### src/aie_params.svh
`ifndef AIE_PARAMS_SVH
`define AIE_PARAMS_SVH

// ---------------------------------------------------------------
// Clock and io pulse timing
// ---------------------------------------------------------------
`define AIE_CLK_NS 25
`define AIE_IOP_NS 100
`define AIE_GAP_NS 100
// Least times, rounded up to whole cycles
`define AIE_IOP_CYC ((`AIE_IOP_NS + `AIE_CLK_NS - 1) / `AIE_CLK_NS)
`define AIE_GAP_CYC ((`AIE_GAP_NS + `AIE_CLK_NS - 1) / `AIE_CLK_NS)
`define AIE_SLOTS 3

// ---------------------------------------------------------------
// Instruction codes
// ---------------------------------------------------------------
`define AIE_OPC_IOT 3'h6
`define AIE_OPC_OPR 3'h7
`define AIE_CODE_ION 12'hc01
`define AIE_CODE_IOF 12'hc02

// ---------------------------------------------------------------
// Register map
// ---------------------------------------------------------------
`define AIE_REG_CTRL 8'h00
`define AIE_REG_STAT 8'h04
`define AIE_REG_ACC 8'h08
`define AIE_CTRL_INTEN 0
`define AIE_STAT_PAUSE 0
`define AIE_STAT_SKIP 1
`define AIE_STAT_LINK 2
`define AIE_STAT_INTEN 3
`define AIE_STAT_SLOT 4
`define AIE_ACC_RESET 12'h000

`endif

### src/aie_pkg.sv
package aie_pkg;

   // Processor timing seen by the block, all on clk
   typedef struct packed {
      logic fetch_state;
      logic time_state_three;
      logic time_pulse_three;
   } aie_timing_type;

   // Io bus outputs toward the peripheral selectors
   typedef struct packed {
      logic [5:0] device_select;
      logic [2:0] io_pulse;
      logic io_load_strobe;
   } aie_io_type;

   typedef enum logic [1:0] {
      AIE_IDLE,
      AIE_PULSE,
      AIE_GAP
   } aie_gen_state_type;

endpackage

### src/aie_augmented_exec.sv
// How it works
// - Opcode 6 is an io transfer; bits 03-08 are the device select code.
// - Bits 09, 10, 11 each enable one io pulse; clear bits give none.
// - Io transfer and operate finish inside one fetch cycle.
// - Time pulse three sets pause and starts the pulse generator until done.
// - Every io pulse yields an io load strobe that asserts accumulator load.
// - Clear request at the strobe stops recirculation, so zeros load.
// - Peripheral data loads at strobes of the weight 2 and 4 pulses.
// - Code 6001 sets interrupt enable; 6002 clears it.
// - Opcode 7: bit 03 clear is group one; set with 11 clear is group two.
// - Operate level and buffer bits three and eleven give the group enable levels.
// - Operate changes land at time pulse three of fetch time state three.
// - Straight pass is asserted for all operates except group one rotates.
// - Several micro-operations of one instruction act in the same cycle.
// - Bits 04 and 06 clear: accumulator recirculates unchanged.
// - Bit 06 alone: accumulator is complemented.
// - Bit 04 alone: accumulator is cleared.
// - Bits 04 and 06: accumulator ends all ones.
// - Bits 05 and 07 clear: link recirculates unchanged.
// - Group two tests accumulator and link to decide a skip.
// - Bit 05 clears link, bit 07 complements; both leave it one.
// - Right rotate: link to bit zero, bit eleven to link; left reverses.
`timescale 1ns/1ps
`default_nettype none
`include "aie_params.svh"

module aie_augmented_exec (
   input wire logic clk,
   input wire logic resetn,
   input wire aie_pkg::aie_timing_type timing,
   input wire logic [2:0] instr_register,
   input wire logic [11:0] memory_buffer,
   input wire logic [11:0] io_data_in,
   input wire logic accum_zero_request,
   input wire logic skip_request,
   input wire logic [7:0] reg_addr,
   input wire logic [31:0] reg_wdata,
   input wire logic reg_write,
   input wire logic reg_read,
   output logic [31:0] reg_rdata,
   output var aie_pkg::aie_io_type io_bus,
   output logic timing_pause,
   output logic io_cycle_done,
   output logic accum_load,
   output logic straight_pass,
   output logic operate_group_one,
   output logic operate_group_two,
   output logic [11:0] accumulator,
   output logic link_bit,
   output logic skip_flag,
   output logic interrupt_enable
);

   // ---------------------------------------------------------------
   // Helpers
   // ---------------------------------------------------------------
   // Bit k in the processor's numbering, bit 0 most significant
   function automatic logic mbit(input logic [11:0] w, input int k);
      mbit = w[11 - k];
   endfunction

   // One rotate step of link and accumulator, {link, acc}
   function automatic logic [12:0] rot1(input logic [12:0] la, input logic right);
      if (right) begin
         rot1 = {la[0], la[12], la[11:1]};
      end else begin
         rot1 = {la[11], la[10:0], la[12]};
      end
   endfunction

   // ---------------------------------------------------------------
   // Pin synchronisers
   // ---------------------------------------------------------------
   logic [11:0] data_meta_r, data_sync_r;
   logic zero_meta_r, zero_sync_r;
   logic skip_meta_r, skip_sync_r;

   always_ff @(posedge clk) begin
      if (!resetn) begin
         data_meta_r <= 12'h000;
         data_sync_r <= 12'h000;
         zero_meta_r <= 1'b0;
         zero_sync_r <= 1'b0;
         skip_meta_r <= 1'b0;
         skip_sync_r <= 1'b0;
      end else begin
         data_meta_r <= io_data_in;
         data_sync_r <= data_meta_r;
         zero_meta_r <= accum_zero_request;
         zero_sync_r <= zero_meta_r;
         skip_meta_r <= skip_request;
         skip_sync_r <= skip_meta_r;
      end
   end

   // ---------------------------------------------------------------
   // Decode
   // ---------------------------------------------------------------
   logic tp3_fetch, is_iot, is_opr, grp1, grp2, rot_r, rot_l, rotating, opr_go;

   assign tp3_fetch = timing.time_pulse_three && timing.fetch_state
                      && timing.time_state_three;
   assign is_iot = instr_register == `AIE_OPC_IOT;
   assign is_opr = instr_register == `AIE_OPC_OPR;
   assign grp1 = is_opr && !mbit(memory_buffer, 3);
   assign grp2 = is_opr && mbit(memory_buffer, 3) && !mbit(memory_buffer, 11);
   // Both rotate bits set is a software fault; neither rotation is done then
   assign rot_r = grp1 && mbit(memory_buffer, 8) && !mbit(memory_buffer, 9);
   assign rot_l = grp1 && mbit(memory_buffer, 9) && !mbit(memory_buffer, 8);
   assign rotating = grp1 && (mbit(memory_buffer, 8) || mbit(memory_buffer, 9));
   assign opr_go = tp3_fetch && (grp1 || grp2);

   assign operate_group_one = grp1 && timing.time_state_three;
   assign operate_group_two = grp2 && timing.time_state_three;
   assign straight_pass = is_opr && timing.time_state_three && !rotating;

   // ---------------------------------------------------------------
   // Io pulse generator
   // ---------------------------------------------------------------
   aie_pkg::aie_gen_state_type gen_state_r;
   logic [1:0] slot_r;
   logic [3:0] cnt_r;
   logic [2:0] pulse_en_r;
   logic [5:0] select_r;
   logic [2:0] io_pulse_r;
   logic io_strobe_r, pause_r, done_r;
   logic [2:0] slot_onehot;

   assign slot_onehot = 3'(3'h1 << slot_r);

   always_ff @(posedge clk) begin
      if (!resetn) begin
         gen_state_r <= aie_pkg::AIE_IDLE;
         slot_r <= 2'h0;
         cnt_r <= 4'h0;
         pulse_en_r <= 3'h0;
         select_r <= 6'h00;
         io_pulse_r <= 3'h0;
         io_strobe_r <= 1'b0;
         pause_r <= 1'b0;
         done_r <= 1'b0;
      end else begin
         io_strobe_r <= 1'b0;
         done_r <= 1'b0;
         case (gen_state_r)
            aie_pkg::AIE_IDLE: begin
               if (tp3_fetch && is_iot) begin
                  pause_r <= 1'b1;
                  // Index 0 is weight 1 (bit 11), 2 is weight 4 (bit 09)
                  pulse_en_r <= {mbit(memory_buffer, 9), mbit(memory_buffer, 10),
                                 mbit(memory_buffer, 11)};
                  select_r <= memory_buffer[8:3];
                  slot_r <= 2'h0;
                  cnt_r <= 4'h0;
                  io_pulse_r <= {2'h0, mbit(memory_buffer, 11)};
                  gen_state_r <= aie_pkg::AIE_PULSE;
               end
            end
            aie_pkg::AIE_PULSE: begin
               if (cnt_r == 4'(`AIE_IOP_CYC - 1)) begin
                  io_pulse_r <= 3'h0;
                  io_strobe_r <= |(pulse_en_r & slot_onehot);
                  cnt_r <= 4'h0;
                  gen_state_r <= aie_pkg::AIE_GAP;
               end else begin
                  cnt_r <= cnt_r + 4'h1;
               end
            end
            aie_pkg::AIE_GAP: begin
               if (cnt_r == 4'(`AIE_GAP_CYC - 1)) begin
                  cnt_r <= 4'h0;
                  if (slot_r == 2'(`AIE_SLOTS - 1)) begin
                     pause_r <= 1'b0;
                     done_r <= 1'b1;
                     gen_state_r <= aie_pkg::AIE_IDLE;
                  end else begin
                     slot_r <= slot_r + 2'h1;
                     io_pulse_r <= pulse_en_r & 3'(slot_onehot << 1);
                     gen_state_r <= aie_pkg::AIE_PULSE;
                  end
               end else begin
                  cnt_r <= cnt_r + 4'h1;
               end
            end
            default: begin
               gen_state_r <= aie_pkg::AIE_IDLE;
               pause_r <= 1'b0;
               io_pulse_r <= 3'h0;
            end
         endcase
      end
   end

   assign io_bus = '{select_r, io_pulse_r, io_strobe_r};
   assign timing_pause = pause_r;
   assign io_cycle_done = done_r;
   assign accum_load = io_strobe_r || opr_go;

   // ---------------------------------------------------------------
   // Operate data path
   // ---------------------------------------------------------------
   logic [11:0] acc_r;
   logic link_r;
   logic [11:0] g1_a0, g1_a1;
   logic g1_l0, g1_l1;
   logic [12:0] g1_rot;
   logic g2_cond, g2_skip;
   logic [11:0] io_acc;

   always_comb begin
      g1_a0 = mbit(memory_buffer, 4) ? 12'h000 : acc_r;
      g1_a1 = mbit(memory_buffer, 6) ? ~g1_a0 : g1_a0;
      g1_l0 = mbit(memory_buffer, 5) ? 1'b0 : link_r;
      g1_l1 = mbit(memory_buffer, 7) ? ~g1_l0 : g1_l0;
      g1_rot = {g1_l1, g1_a1};
      if (rot_r || rot_l) begin
         g1_rot = rot1(g1_rot, rot_r);
         if (mbit(memory_buffer, 10)) begin
            g1_rot = rot1(g1_rot, rot_r);
         end
      end
   end

   // Skip tests look at the accumulator before any group-two clear
   always_comb begin
      g2_cond = (mbit(memory_buffer, 5) && mbit(acc_r, 0))
                || (mbit(memory_buffer, 6) && acc_r == 12'h000)
                || (mbit(memory_buffer, 7) && link_r);
      g2_skip = mbit(memory_buffer, 8) ? !g2_cond : g2_cond;
   end

   // Clear request blocks recirculation; data ORs in on weights 2 and 4
   assign io_acc = (zero_sync_r ? 12'h000 : acc_r)
                   | ((slot_r != 2'h0) ? data_sync_r : 12'h000);

   always_ff @(posedge clk) begin
      if (!resetn) begin
         acc_r <= `AIE_ACC_RESET;
         link_r <= 1'b0;
      end else if (opr_go && grp1) begin
         acc_r <= g1_rot[11:0];
         link_r <= g1_rot[12];
      end else if (opr_go) begin
         acc_r <= mbit(memory_buffer, 4) ? 12'h000 : acc_r;
      end else if (io_strobe_r) begin
         acc_r <= io_acc;
      end else if (reg_write && reg_addr == `AIE_REG_ACC) begin
         acc_r <= reg_wdata[11:0];
      end
   end

   // Skip flag: a peripheral skip at a strobe is never lost to a new fetch
   logic skip_r;

   always_ff @(posedge clk) begin
      if (!resetn) begin
         skip_r <= 1'b0;
      end else if (io_strobe_r && skip_sync_r) begin
         skip_r <= 1'b1;
      end else if (opr_go && grp2) begin
         skip_r <= g2_skip;
      end else if (tp3_fetch) begin
         skip_r <= 1'b0;
      end
   end

   // ---------------------------------------------------------------
   // Interrupt enable
   // ---------------------------------------------------------------
   logic inten_r;

   always_ff @(posedge clk) begin
      if (!resetn) begin
         inten_r <= 1'b0;
      end else if (tp3_fetch && memory_buffer == `AIE_CODE_ION && is_iot) begin
         inten_r <= 1'b1;
      end else if (tp3_fetch && memory_buffer == `AIE_CODE_IOF && is_iot) begin
         inten_r <= 1'b0;
      end else if (reg_write && reg_addr == `AIE_REG_CTRL) begin
         inten_r <= reg_wdata[`AIE_CTRL_INTEN];
      end
   end

   assign accumulator = acc_r;
   assign link_bit = link_r;
   assign skip_flag = skip_r;
   assign interrupt_enable = inten_r;

   // ---------------------------------------------------------------
   // Register read port
   // ---------------------------------------------------------------
   always_ff @(posedge clk) begin
      if (!resetn) begin
         reg_rdata <= 32'h0000_0000;
      end else if (reg_read) begin
         reg_rdata <= 32'h0000_0000;
         case (reg_addr)
            `AIE_REG_CTRL: begin
               reg_rdata[`AIE_CTRL_INTEN] <= inten_r;
            end
            `AIE_REG_STAT: begin
               reg_rdata[`AIE_STAT_PAUSE] <= pause_r;
               reg_rdata[`AIE_STAT_SKIP] <= skip_r;
               reg_rdata[`AIE_STAT_LINK] <= link_r;
               reg_rdata[`AIE_STAT_INTEN] <= inten_r;
               reg_rdata[`AIE_STAT_SLOT +: 2] <= slot_r;
            end
            `AIE_REG_ACC: begin
               reg_rdata[11:0] <= acc_r;
            end
            default: begin
               reg_rdata <= 32'h0000_0000;
            end
         endcase
      end
   end

   // ---------------------------------------------------------------
   // Checks
   // ---------------------------------------------------------------
   property p_iot_pause;
      @(posedge clk) disable iff (!resetn)
      (tp3_fetch && is_iot && gen_state_r == aie_pkg::AIE_IDLE)
         |=> pause_r [*8];
   endproperty
   a_iot_pause: assert property (p_iot_pause) else $error("pause not held");
   property p_pulse_enabled;
      @(posedge clk) disable iff (!resetn)
      (io_pulse_r != 3'h0) |-> ((io_pulse_r & ~pulse_en_r) == 3'h0) && pause_r;
   endproperty
   a_pulse_enabled: assert property (p_pulse_enabled) else $error("stray io pulse");
   property p_strobe_load;
      @(posedge clk) disable iff (!resetn)
      $fell(|io_pulse_r) |-> io_strobe_r && accum_load;
   endproperty
   a_strobe_load: assert property (p_strobe_load) else $error("no strobe after pulse");
   property p_zero_load;
      @(posedge clk) disable iff (!resetn)
      (io_strobe_r && zero_sync_r && slot_r == 2'h0) |=> acc_r == 12'h000;
   endproperty
   a_zero_load: assert property (p_zero_load) else $error("clear request ignored");
   property p_data_load;
      @(posedge clk) disable iff (!resetn)
      (io_strobe_r && !zero_sync_r && slot_r == 2'h1)
         |=> acc_r == ($past(acc_r) | $past(data_sync_r));
   endproperty
   a_data_load: assert property (p_data_load) else $error("data not loaded");
   property p_ion_iof;
      @(posedge clk) disable iff (!resetn)
      (tp3_fetch && is_iot && (memory_buffer == `AIE_CODE_ION
         || memory_buffer == `AIE_CODE_IOF))
         |=> inten_r == $past(memory_buffer[0]);
   endproperty
   a_ion_iof: assert property (p_ion_iof) else $error("interrupt enable wrong");
   property p_cla_cma;
      @(posedge clk) disable iff (!resetn)
      (opr_go && memory_buffer == 12'hea0) |=> acc_r == 12'hfff;
   endproperty
   a_cla_cma: assert property (p_cla_cma) else $error("accumulator not all ones");
   property p_cma;
      @(posedge clk) disable iff (!resetn)
      (opr_go && memory_buffer == 12'he20) |=> acc_r == ~$past(acc_r);
   endproperty
   a_cma: assert property (p_cma) else $error("accumulator not complemented");
   property p_nop;
      @(posedge clk) disable iff (!resetn)
      (opr_go && memory_buffer == 12'he00) |=> $stable(acc_r) && $stable(link_r);
   endproperty
   a_nop: assert property (p_nop) else $error("idle operate changed state");
   property p_set_link;
      @(posedge clk) disable iff (!resetn)
      (opr_go && memory_buffer == 12'he50) |=> link_r;
   endproperty
   a_set_link: assert property (p_set_link) else $error("link not set");
   property p_rotate_right;
      @(posedge clk) disable iff (!resetn)
      (opr_go && memory_buffer == 12'he08)
         |=> acc_r == {$past(link_r), $past(acc_r[11:1])} && link_r == $past(acc_r[0]);
   endproperty
   a_rotate_right: assert property (p_rotate_right) else $error("bad right rotate");
   property p_straight;
      @(posedge clk) disable iff (!resetn)
      (opr_go && !rotating) |-> straight_pass && accum_load;
   endproperty
   a_straight: assert property (p_straight) else $error("straight pass missing");
   property p_skip_always;
      @(posedge clk) disable iff (!resetn)
      (opr_go && memory_buffer == 12'hf08) |=> skip_r;
   endproperty
   a_skip_always: assert property (p_skip_always) else $error("skip not taken");

endmodule

`default_nettype wire

### config.mk
export PLATFORM = sky130hd
export DESIGN_NAME = aie_augmented_exec
export DESIGN_NICKNAME = d
export VERILOG_FILES = /design/src/aie_pkg.sv /design/src/aie_augmented_exec.sv
export VERILOG_INCLUDE_DIRS = /design/src
export SDC_FILE = /design/constraint.sdc
export NUM_CORES = 1
export LEC_CHECK = 0
export BUFFER_PORTS_ARGS = -buffer_cell sky130_fd_sc_hd__buf_4
export CORE_ASPECT_RATIO = 0.6
export CORE_MARGIN = 1.5
export CORE_UTILIZATION = 52
export DETAILED_ROUTE_END_ITERATION = 10
export PLACE_DENSITY = 0.81
export RECOVER_POWER = 100
export SETUP_SLACK_MARGIN = 0.2
export SYNTH_ARGS = -nofsm -noshare
export SYNTH_HDL_FRONTEND = slang
export SYNTH_SLANG_ARGS = --single-unit
export TNS_END_PERCENT = 1
### constraint.sdc
create_clock -name clk -period 2.1 [get_ports clk]
set_input_delay 0.63 -clock clk [delete_from_list [all_inputs] [get_ports clk]]
set_output_delay 0.63 -clock clk [all_outputs]
set_load 0.05 [all_outputs]
==> results of run 1 <==
-- synthesized netlist by cell type, drive strengths merged (3+ instances only) --
| master | number |
|---|---|
| a21oi | 23 |
| a22o | 6 |
| a2bb2oi | 11 |
| a31oi | 12 |
| and2 | 30 |
| and4 | 3 |
| buf | 32 |
| clkbuf | 20 |
| dfxtp | 78 |
| ha | 8 |
| inv | 6 |
| mux2i | 23 |
| mux4 | 13 |
| nand2 | 30 |
| nand2b | 44 |
| nand3 | 18 |
| nand4 | 4 |
| nor2 | 67 |
| nor2b | 11 |
| nor3 | 3 |
| nor4 | 4 |
| o21ai | 12 |
| o2bb2ai | 12 |
| o31ai | 3 |
| xnor2 | 14 |
-- through the flow --
stage          power, µW  area (µm²)
2_1_floorplan       1960        4600
3_3_place_gp        2140        5550
3_5_place_dp        2160        5550
4_1_cts             3660        5890
5_1_grt             3760        5710
6_report            3640        5710
-- layer usage --
metal,wire length [µm],vias to the layer above,share of wire
met4,163,0,0.013
met3,1240,23,0.095
met5,0,-,0
met1,5930,2059,0.45
li1,-,2018,-
met2,5700,234,0.44
-- power by group through the flow --
stage / clock network, µW / registers (µW) / logic (µW)
global placement: 0 / 1570 / 573
global route: 1590 / 1540 / 632
detailed placement: 0 / 1570 / 587
CTS: 1520 / 1540 / 601
finish: 1510 / 1540 / 593
floorplan: 0 / 1590 / 368
-- registers in the layout, indices dropped and copies added, names as in the netlist --
signal            flops
io_strobe_r           1
io_pulse_r            3
gen_state_r           2
accumulator          12
zero_meta_r           1
skip_flag             1
skip_meta_r           1
pulse_en_r            3
io_cycle_done         1
zero_sync_r           1
reg_rdata            12
skip_sync_r           1
data_sync_r          12
slot_r                2
interrupt_enable      1
timing_pause          1
data_meta_r          12
link_bit              1
select_r              6
cnt_r                 4
-- logic make-up (layout without fill, tap and decap cells) --
logic type / after synthesis / count (layout)
AO/OA/AOI/OAI: 92 / 92
XOR/XNOR: 15 / 15
adder cells (fa/ha/maj): 8 / 8
buffers and inverters: 58 / 171
flip-flops: 78 / 78
multiplexers: 37 / 37
other: 1 / 20
AND/OR/NAND/NOR: 226 / 226
-- path summary, 6_finish.rpt --
check                   end  depth (start not counted)  slack [ns]      startpoint
max           io_pulse_r[1]                          7         0.1       timing[1]
min          data_sync_r[4]                          1        0.43  data_meta_r[4]
max reg2reg       skip_flag                          4         0.1  accumulator[2]
min reg2reg  data_sync_r[4]                          1        0.43  data_meta_r[4]
-- repair_timing --
item,4_1_cts,5_1_grt
gates resized for setup,11,1
endpoints found under the hold margin,0,0
setup buffers,3,0
endpoints found under the setup margin,5,17
pin swaps,3,1
-- area by class of cell --
class	instances	area (µm²)	share of cell area
Multi-Input combinational cell	398	2700	0.473
Clock buffer	9	225	0.0394
Inverter	6	22.5	0.00394
Clock inverter	7	61.3	0.0107
Timing Repair Buffer	149	997	0.175
Sequential cell	78	1560	0.274
Tap cell	112	140	0.0245
==> impl_metrics.csv, run 1 <==
group,metric,value,unit
clock_tree,clockBufferDepth,2,
power,power.share.clock,0.415,
clock_tree,clkLatencyLatePin,0.34,ns
yosys,yosys_warnings,0,
floorplanning,dieHeight,75.3,µm
yosys,synthAdderAreaFrac,0.0221,
drt,ant_nets,0,
floorplanning,die_w,123,µm
critical_path,required,2.37,ns
floorplanning,io_pins,139,
sta,min_period,2.00,ns
yosys,ys_seq_area_frac,0.345,
grt,use_met2,0.430,
sta,tightest_slew,0.666,ns
grt,antenna_found_initial,0,
floorplanning,initial_utilization,0.533,
min_path,hold_path_class,"register to register",
floorplanning,fp-row-count,26,
floorplanning,core-area,8490,µm²
yosys,synth-edff-count,0,
clock_tree,cts_root_buffer,"clkbuf_16",
drt,route.detailed.drc,0,
sta,slew_headroom,0.550,
grt,first_global_vias,3910,
placed_design,pre_cts_ws,-0.0899,ns
grt,grt_pass1_wl,19.8,mm
finish,fin_nets,726,
floorplanning,die_area,9290,µm²
drt,first_pass_iters,5,
critical_path,slowest_stage,"o31ai_2",
grt,grt_util_met3,0.0758,
drt,drt-total-wl,13.0,mm
yosys,synthTopCellsByArea,"dfxtp_1 35%, nand2b_1 6.1%, mux4_2 6.0%",
critical_path,path_class,"primary input to register",
clock_tree,cts_hold_buf,0,
critical_path,arrival,2.27,ns
yosys,netlist.area_leader.share,0.345,
drt,via_per_inst,5.71,
drt,vias,4334,
clock_tree,numCtsBuffers,9,
power,vdd_drop_max,407,µV
grt,overflow,0,
sta,final.setup.worst_slack,0.0978,ns
power,switching_share,0.291,
yosys,syn_area,4530,µm²
yosys,synth_xor_area_frac,0.0290,
power,p_per_area,638,nW/µm²
yosys,synth-main-ff-cell,"dfxtp_1",
finish,final_common_cell,"buf_4",
finish,final_core_util,0.672,
sta,hold-worst-slack,0.432,ns
finish,drive_above_1_share,0.232,
placed_design,dp.cells,740,
yosys,synth_top_area_cell,"dfxtp_1",
clock_tree,htree_num_levels,3,
finish,finalNonFillerCells,759,
finish,mostFrequentLayoutCells,"92 x buf_4, 78 x dfxtp_1, 67 x nor2_1",
power,p_seq_frac,0.422,
sta,grt_setup_unrepaired,"true",
sta,slew_viol_final,0,
grt,grt_max_degree,37,
yosys,synth-simple-area-share,0.265,
sta,tns,0,ns
clock_tree,cts_tree,"built",
critical_path,critPathCaptureType,"register",
power,p_leak,0.00231,µW
drt,wire_per_inst,17.2,µm
yosys,synthArstFlopShare,0,
sta,period_share,0.953,
power,p_sw,1060,µW
grt,met1_usage,0.402,
critical_path,critPathBufInv,2,
clock_tree,cts_sinks,78,
grt,grt_use_total,0.283,
flow_run,maxCapViolations,0,
critical_path,path_max_fanout,7,
run_status,status,"finished clean",
sta,finalHoldViolCount,0,
yosys,avgSynthCellArea,8.79,µm²
grt,grt_busiest_layer,"met2",
critical_path,crit_family,"compound AO/OA/AOI/OAI gates",
placed_design,io_buffers,98,
clock_tree,path_clk_slew,0.07,ns
power,p_int,2580,µW
yosys,synth_compound_area_frac,0.148,
yosys,synthMuxAreaShare,0.119,
finish,fill_cells,746,
drt,drtIter0Drc,537,
placed_design,dp.final_hpwl,9.92,mm
sta,fin_skew,0.00589,ns
sta,setup_violations,0,
critical_path,slowest_delay,0.53,ns
yosys,netlist_instances,515,
power,power_frac_comb,0.163,
finish,area_growth,26.2,%
yosys,synth_top_family_by_area,"simple AND/OR/NAND/NOR gates",
sta,fmax,0.499,GHz
finish,antenna_cells,0,
yosys,synth_seq_cells,78,
yosys,synth_cell_types,55,
critical_path,cp-start-kind,"primary input",
placed_design,gp_congestion,0.982,
critical_path,path_cells,"buf_8, clkbuf_4, nand3_1, o31ai_2, o21ai_0, or2_0, a21oi_1",
(Power assumes the default switching activity.)
==> inputs of run 2 (changes only) <==
--- a/config.mk
+++ b/config.mk
@@ -8,7 +8,7 @@
 export LEC_CHECK = 0
 export BUFFER_PORTS_ARGS = -buffer_cell sky130_fd_sc_hd__buf_4
 export CORE_ASPECT_RATIO = 0.6
-export CORE_MARGIN = 1.5
+export CORE_MARGIN = 5
 export CORE_UTILIZATION = 52
 export DETAILED_ROUTE_END_ITERATION = 10
 export PLACE_DENSITY = 0.81
==> run 2 against run 1 <==
Against the previous run:
- first-iteration DRC count decreased by 3.0%
- combinational power about the same
- via count about the same
- final cell count decreased by 0.66%
- flip-flop and latch count unchanged
- core utilization decreased by 0.18 points
- critical path depth decreased by 2
- global-route usage decreased by 3.0 points
- critical path type is now primary input to primary output
==> impl_metrics.csv, run 2 (synthesis gave the netlist of run 1 again) <==
group,metric,value,unit
clock_tree,clockBufferDepth,2,
drt,ant_nets,0,
sta,finalHoldViolCount,0,
critical_path,path_cells,"buf_8, nand4_4, buf_4, nor2_1, clkbuf_2",
grt,grt_max_degree,27,
critical_path,slowest_delay,0.28,ns
critical_path,rr_endpoint,"skip_flag",
floorplanning,io_pins,139,
critical_path,required,1.47,ns
clock_tree,htree_num_levels,3,
drt,vias,4333,
placed_design,dp.final_hpwl,10.2,mm
critical_path,critPathCaptureType,"primary output",
floorplanning,dieHeight,82.3,µm
grt,use_met2,0.384,
critical_path,cp-start-kind,"primary input",
sta,slew_viol_final,0,
min_path,holdPathStages,1,
clock_tree,path_clk_slew,0.06,ns
drt,drtIter0Drc,521,
grt,met1_usage,0.346,
finish,area_growth,25.8,%
critical_path,arrival,1.35,ns
critical_path,path_max_fanout,3,
placed_design,io_buffers,98,
clock_tree,cts_tree,"built",
clock_tree,cts_root_buffer,"clkbuf_16",
drt,via_per_inst,5.75,
finish,fin_nets,721,
critical_path,reg2regPathDepth,4,
critical_path,path_class,"primary input to primary output",
finish,drive_above_1_share,0.232,
clock_tree,numCtsBuffers,9,
drt,route.detailed.drc,0,
min_path,hold_path_class,"register to register",
finish,final_common_cell,"buf_4",
sta,period_share,0.944,
grt,grt_busiest_layer,"met2",
grt,grt_use_total,0.253,
grt,overflow,0,
finish,finalNonFillerCells,754,
power,vdd_drop_max,414,µV
placed_design,dp.cells,733,
sta,fin_skew,0.00514,ns
grt,grt_util_met3,0.0726,
floorplanning,initial_utilization,0.533,
floorplanning,fp-row-count,26,
power,p_total,3620,µW
critical_path,slowest_stage,"clkbuf_2",
placed_design,gp_congestion,0.894,
sta,slew_headroom,0.548,
floorplanning,die_area,10700,µm²
floorplanning,die_w,130,µm
min_path,min_to,"skip_sync_r",
grt,first_global_vias,4047,
sta,fmax,0.505,GHz
run_status,status,"finished clean",
finish,fill_cells,711,
grt,grt_pass1_wl,21.0,mm
grt,antenna_found_initial,0,
drt,wire_per_inst,17.7,µm
finish,mostFrequentLayoutCells,"85 x buf_4, 78 x dfxtp_1, 67 x nor2_1",
sta,tightest_slew,0.673,ns
flow_run,maxCapViolations,0,
min_path,min_from,"skip_meta_r",
critical_path,r2r_setup_slack,0.20,ns
critical_path,r2r-start,"accumulator[2]",
power,p_leak,0.00230,µW
finish,antenna_cells,0,
sta,min_period,1.98,ns
sta,grt_setup_unrepaired,"true",
clock_tree,cts_sinks,78,
power,p_per_area,636,nW/µm²
drt,drt-total-wl,13.3,mm
sta,setup_violations,0,
drt,first_pass_iters,5,
floorplanning,core-area,8490,µm²
clock_tree,clkLatencyLatePin,0.34,ns
==> run 2: cell types whose count changed in the layout (fill, tap and decap cells not counted), moves of 2 or more <==
cell / before / now
and2_0: 5 / 10
buf_4: 92 / 85
and2_1: 25 / 20
clkbuf_2: 12 / 18
clkbuf_1: 36 / 34
==> run 2: critical path, delay by kind of cell <==
| kind | cells | cell delay [ns] |
|---|---|---|
| buffers and inverters | 3 | 0.52 |
| and+or+nand+nor | 2 | 0.21 |
==> run 2: cell type report <==
| type | instances | area, µm² | area share |
|---|---|---|---|
| timing repair buffer | 144 | 962 | 0.169 |
| clock inverter | 5 | 42.5 | 0.00747 |
| inverter | 6 | 22.5 | 0.00396 |
| tap | 112 | 140 | 0.0246 |
| multi-input combinational | 398 | 2720 | 0.478 |
| clock buffer | 11 | 243 | 0.0426 |
| sequential | 78 | 1560 | 0.274 |
==> run 2: metrics by stage <==
step                instance area (µm²)  hold slack [ns]  setup TNS [ns]  setup WS [ns]   util
finish                             5690            0.434               0          0.118  0.671
global route                       5690            0.441               0         0.0527  0.671
CTS                                5860            0.433               0          0.122  0.690
detailed placement                 5490            0.419          -0.867         -0.103  0.647
global placement                   5490            0.418          -0.170        -0.0412  0.647
floorplan                          4600            0.412               0         0.0369      -
==> run 2: per-layer routing <==
metal	share of wire	vias to the layer above
li1	-	2013
met1	0.41	2041
met2	0.45	245
met3	0.11	34
met4	0.022	0
met5	0	-
==> run 2: worst max-delay path by stage <==
stage / from / end / cells after the start
6_report: timing[1] / straight_pass / 5
5_1_grt: resetn / accumulator[7] / 6
4_1_cts: instr_register[1] / accum_load / 5
3_5_place_dp: memory_buffer[7] / accumulator[3] / 7
3_3_place_gp: memory_buffer[7] / accumulator[11] / 7
2_1_floorplan: instr_register[2] / operate_group_two / 2
==> run 2: power breakdown <==
part           internal, µW  switching (µW)  total, µW
clock                   845             643       1490
combinational           243             353        596
sequential             1520            22.4       1540
total                  2610            1020       3620
==> run 2: what timing repair did <==
action	CTS	global route
gates resized for setup	12	4
setup buffers	5	0
setup endpoints to repair	5	22
hold buffers	0	0
pin swaps	3	0
==> inputs of run 3 (changes only) <==
--- a/config.mk
+++ b/config.mk
@@ -6,13 +6,12 @@
 export SDC_FILE = /design/constraint.sdc
 export NUM_CORES = 1
 export LEC_CHECK = 0
-export BUFFER_PORTS_ARGS = -buffer_cell sky130_fd_sc_hd__buf_4
+export BUFFER_PORTS_ARGS = -buffer_cell sky130_fd_sc_hd__buf_2
 export CORE_ASPECT_RATIO = 0.6
 export CORE_MARGIN = 5
 export CORE_UTILIZATION = 52
 export DETAILED_ROUTE_END_ITERATION = 10
 export PLACE_DENSITY = 0.81
-export RECOVER_POWER = 100
 export SETUP_SLACK_MARGIN = 0.2
 export SYNTH_ARGS = -nofsm -noshare
 export SYNTH_HDL_FRONTEND = slang
==> run 3 against run 2 <==
Against the previous run:
- clock-buffer cell count is the same
- critical path depth grew 2
- sequential share of layout area shrank 0.32 points
- die area is the same
- clock power grew 9%
- register-to-register slack lost 0.05 ns
- flip-flop and latch count is the same
- hold slack lost 0.0045 ns
- fmax shrank 1.9%
- sequential power is essentially flat
- first-iteration DRC count shrank 8.4%
- via count grew 1.2%
- largest cell class unchanged
- largest power group is now clock
==> impl_metrics.csv, run 3 (synthesis gave the netlist of run 1 again) <==
group,metric,value,unit
grt,grt_max_degree,36,
placed_design,gp_congestion,0.959,
sta,tightest_slew,0.689,ns
clock_tree,clockBufferDepth,2,
floorplanning,die_w,130,µm
drt,vias,4385,
finish,fin_nets,729,
power,p_leak,0.00249,µW
grt,grt_pass1_wl,20.8,mm
placed_design,io_buffers,98,
drt,drt-total-wl,13.5,mm
grt,antenna_found_initial,0,
sta,fmax,0.495,GHz
floorplanning,fp-row-count,26,
grt,first_global_vias,4055,
finish,final_common_cell,"buf_2",
critical_path,slowest_stage,"xnor2_1",
power,vdd_drop_max,430,µV
sta,finalHoldViolCount,0,
critical_path,critPathCaptureType,"register",
finish,mostFrequentLayoutCells,"89 x buf_2, 78 x dfxtp_1, 67 x nor2_1",
drt,first_pass_iters,6,
critical_path,required,2.36,ns
finish,design_area,5760,µm²
drt,ant_nets,0,
finish,area_growth,27.3,%
critical_path,path_cells,"buf_2, buf_4, nand2b_1, xnor2_1, mux4_2, mux2i_1, a2bb2oi_1",
clock_tree,htree_num_levels,3,
floorplanning,io_pins,139,
clock_tree,numCtsBuffers,9,
clock_tree,cts_setup_buffers,0,
critical_path,critPathBufInv,2,
sta,grt_setup_unrepaired,"true",
floorplanning,initial_utilization,0.533,
floorplanning,core-area,8490,µm²
sta,fin_skew,0.00716,ns
power,p_per_area,652,nW/µm²
sta,min_period,2.02,ns
drt,drtIter0Drc,477,
critical_path,slowest_delay,0.57,ns
critical_path,crit_family,"XOR/XNOR gates",
min_path,hold_path_class,"register to register",
run_status,status,"finished clean",
drt,route.detailed.drc,0,
finish,antenna_cells,0,
clock_tree,cts_sinks,78,
clock_tree,path_clk_slew,0.06,ns
sta,setup_violations,0,
sta,tns,0,ns
sta,slew_viol_final,0,
floorplanning,dieHeight,82.3,µm
critical_path,cp-start-kind,"primary input",
critical_path,path_class,"primary input to register",
sta,hold-worst-slack,0.430,ns
placed_design,place_area,5360,µm²
flow_run,maxCapViolations,0,
floorplanning,die_area,10700,µm²
drt,via_per_inst,5.75,
grt,grt_use_total,0.252,
grt,overflow,0,
clock_tree,clkLatencyLatePin,0.34,ns
finish,drive_above_1_share,0.295,
sta,slew_headroom,0.538,
drt,wire_per_inst,17.8,µm
placed_design,dp.final_hpwl,10.1,mm
critical_path,path_max_fanout,7,
sta,period_share,0.962,
clock_tree,cts_root_buffer,"clkbuf_16",
clock_tree,cts_tree,"built",
critical_path,arrival,2.28,ns
==> run 3: cell count changes in the layout (fill, tap and decap cells not counted), moves of 10 or more <==
cell | before | now
buf_4 | 85 | 53
and2_0 | 10 | 0
clkbuf_2 | 18 | 0
clkbuf_1 | 34 | 0
and2_1 | 20 | 30
buf_2 | 0 | 89
==> run 3: layer usage <==
metal / routed length (µm) / up-vias / GRT usage
met1: 5740 / 2087 / 0.344
met5: 0 / - / 0
met4: 266 / 0 / 0.0821
met2: 6100 / 236 / 0.391
met3: 1410 / 40 / 0.0662
li1: - / 2022 / -
==> run 3: final timing paths <==
check	from	to	slack, ns	depth (start not counted)
worst max-delay path	memory_buffer[7]	accumulator[10]	0.08	7
worst min-delay path	data_meta_r[5]	data_sync_r[5]	0.43	1
worst max register to register	accumulator[11]	accumulator[10]	0.15	5
worst min register to register	data_meta_r[5]	data_sync_r[5]	0.43	1
==> run 3: timing repair <==
item,CTS,global route
setup endpoints to repair,6,21
hold buffers,0,0
resized for setup,19,4
pin swaps,4,0
==> run 3: layout make-up <==
class                      instances  area [µm²]
multi-input combinational        398        2740
fill                             679        2730
sequential                        78        1560
timing repair buffer             152         985
clock buffer                      11         253
tap                              112         140
clock inverter                     5        63.8
inverter                           6        22.5
==> run 3: where the power goes <==
part	leakage, µW	switching (µW)	internal [µW]
clock network	0.000153	634	996
logic	0.00170	358	229
registers	0.000635	19.5	1520
total	0.00249	1010	2740
==> run 3: through the flow <==
step | total power (µW) | setup slack [ns] | util | instances
after global placement | 2110 | -0.0897 | 0.631 | 746
after CTS | 3760 | 0.118 | 0.676 | 762
after detailed placement | 2130 | -0.121 | 0.631 | 746
after global routing | 3890 | 0.0768 | 0.678 | 762
after floorplan | 1960 | 0.0369 | - | 534
final | 3750 | 0.0791 | 0.678 | 762
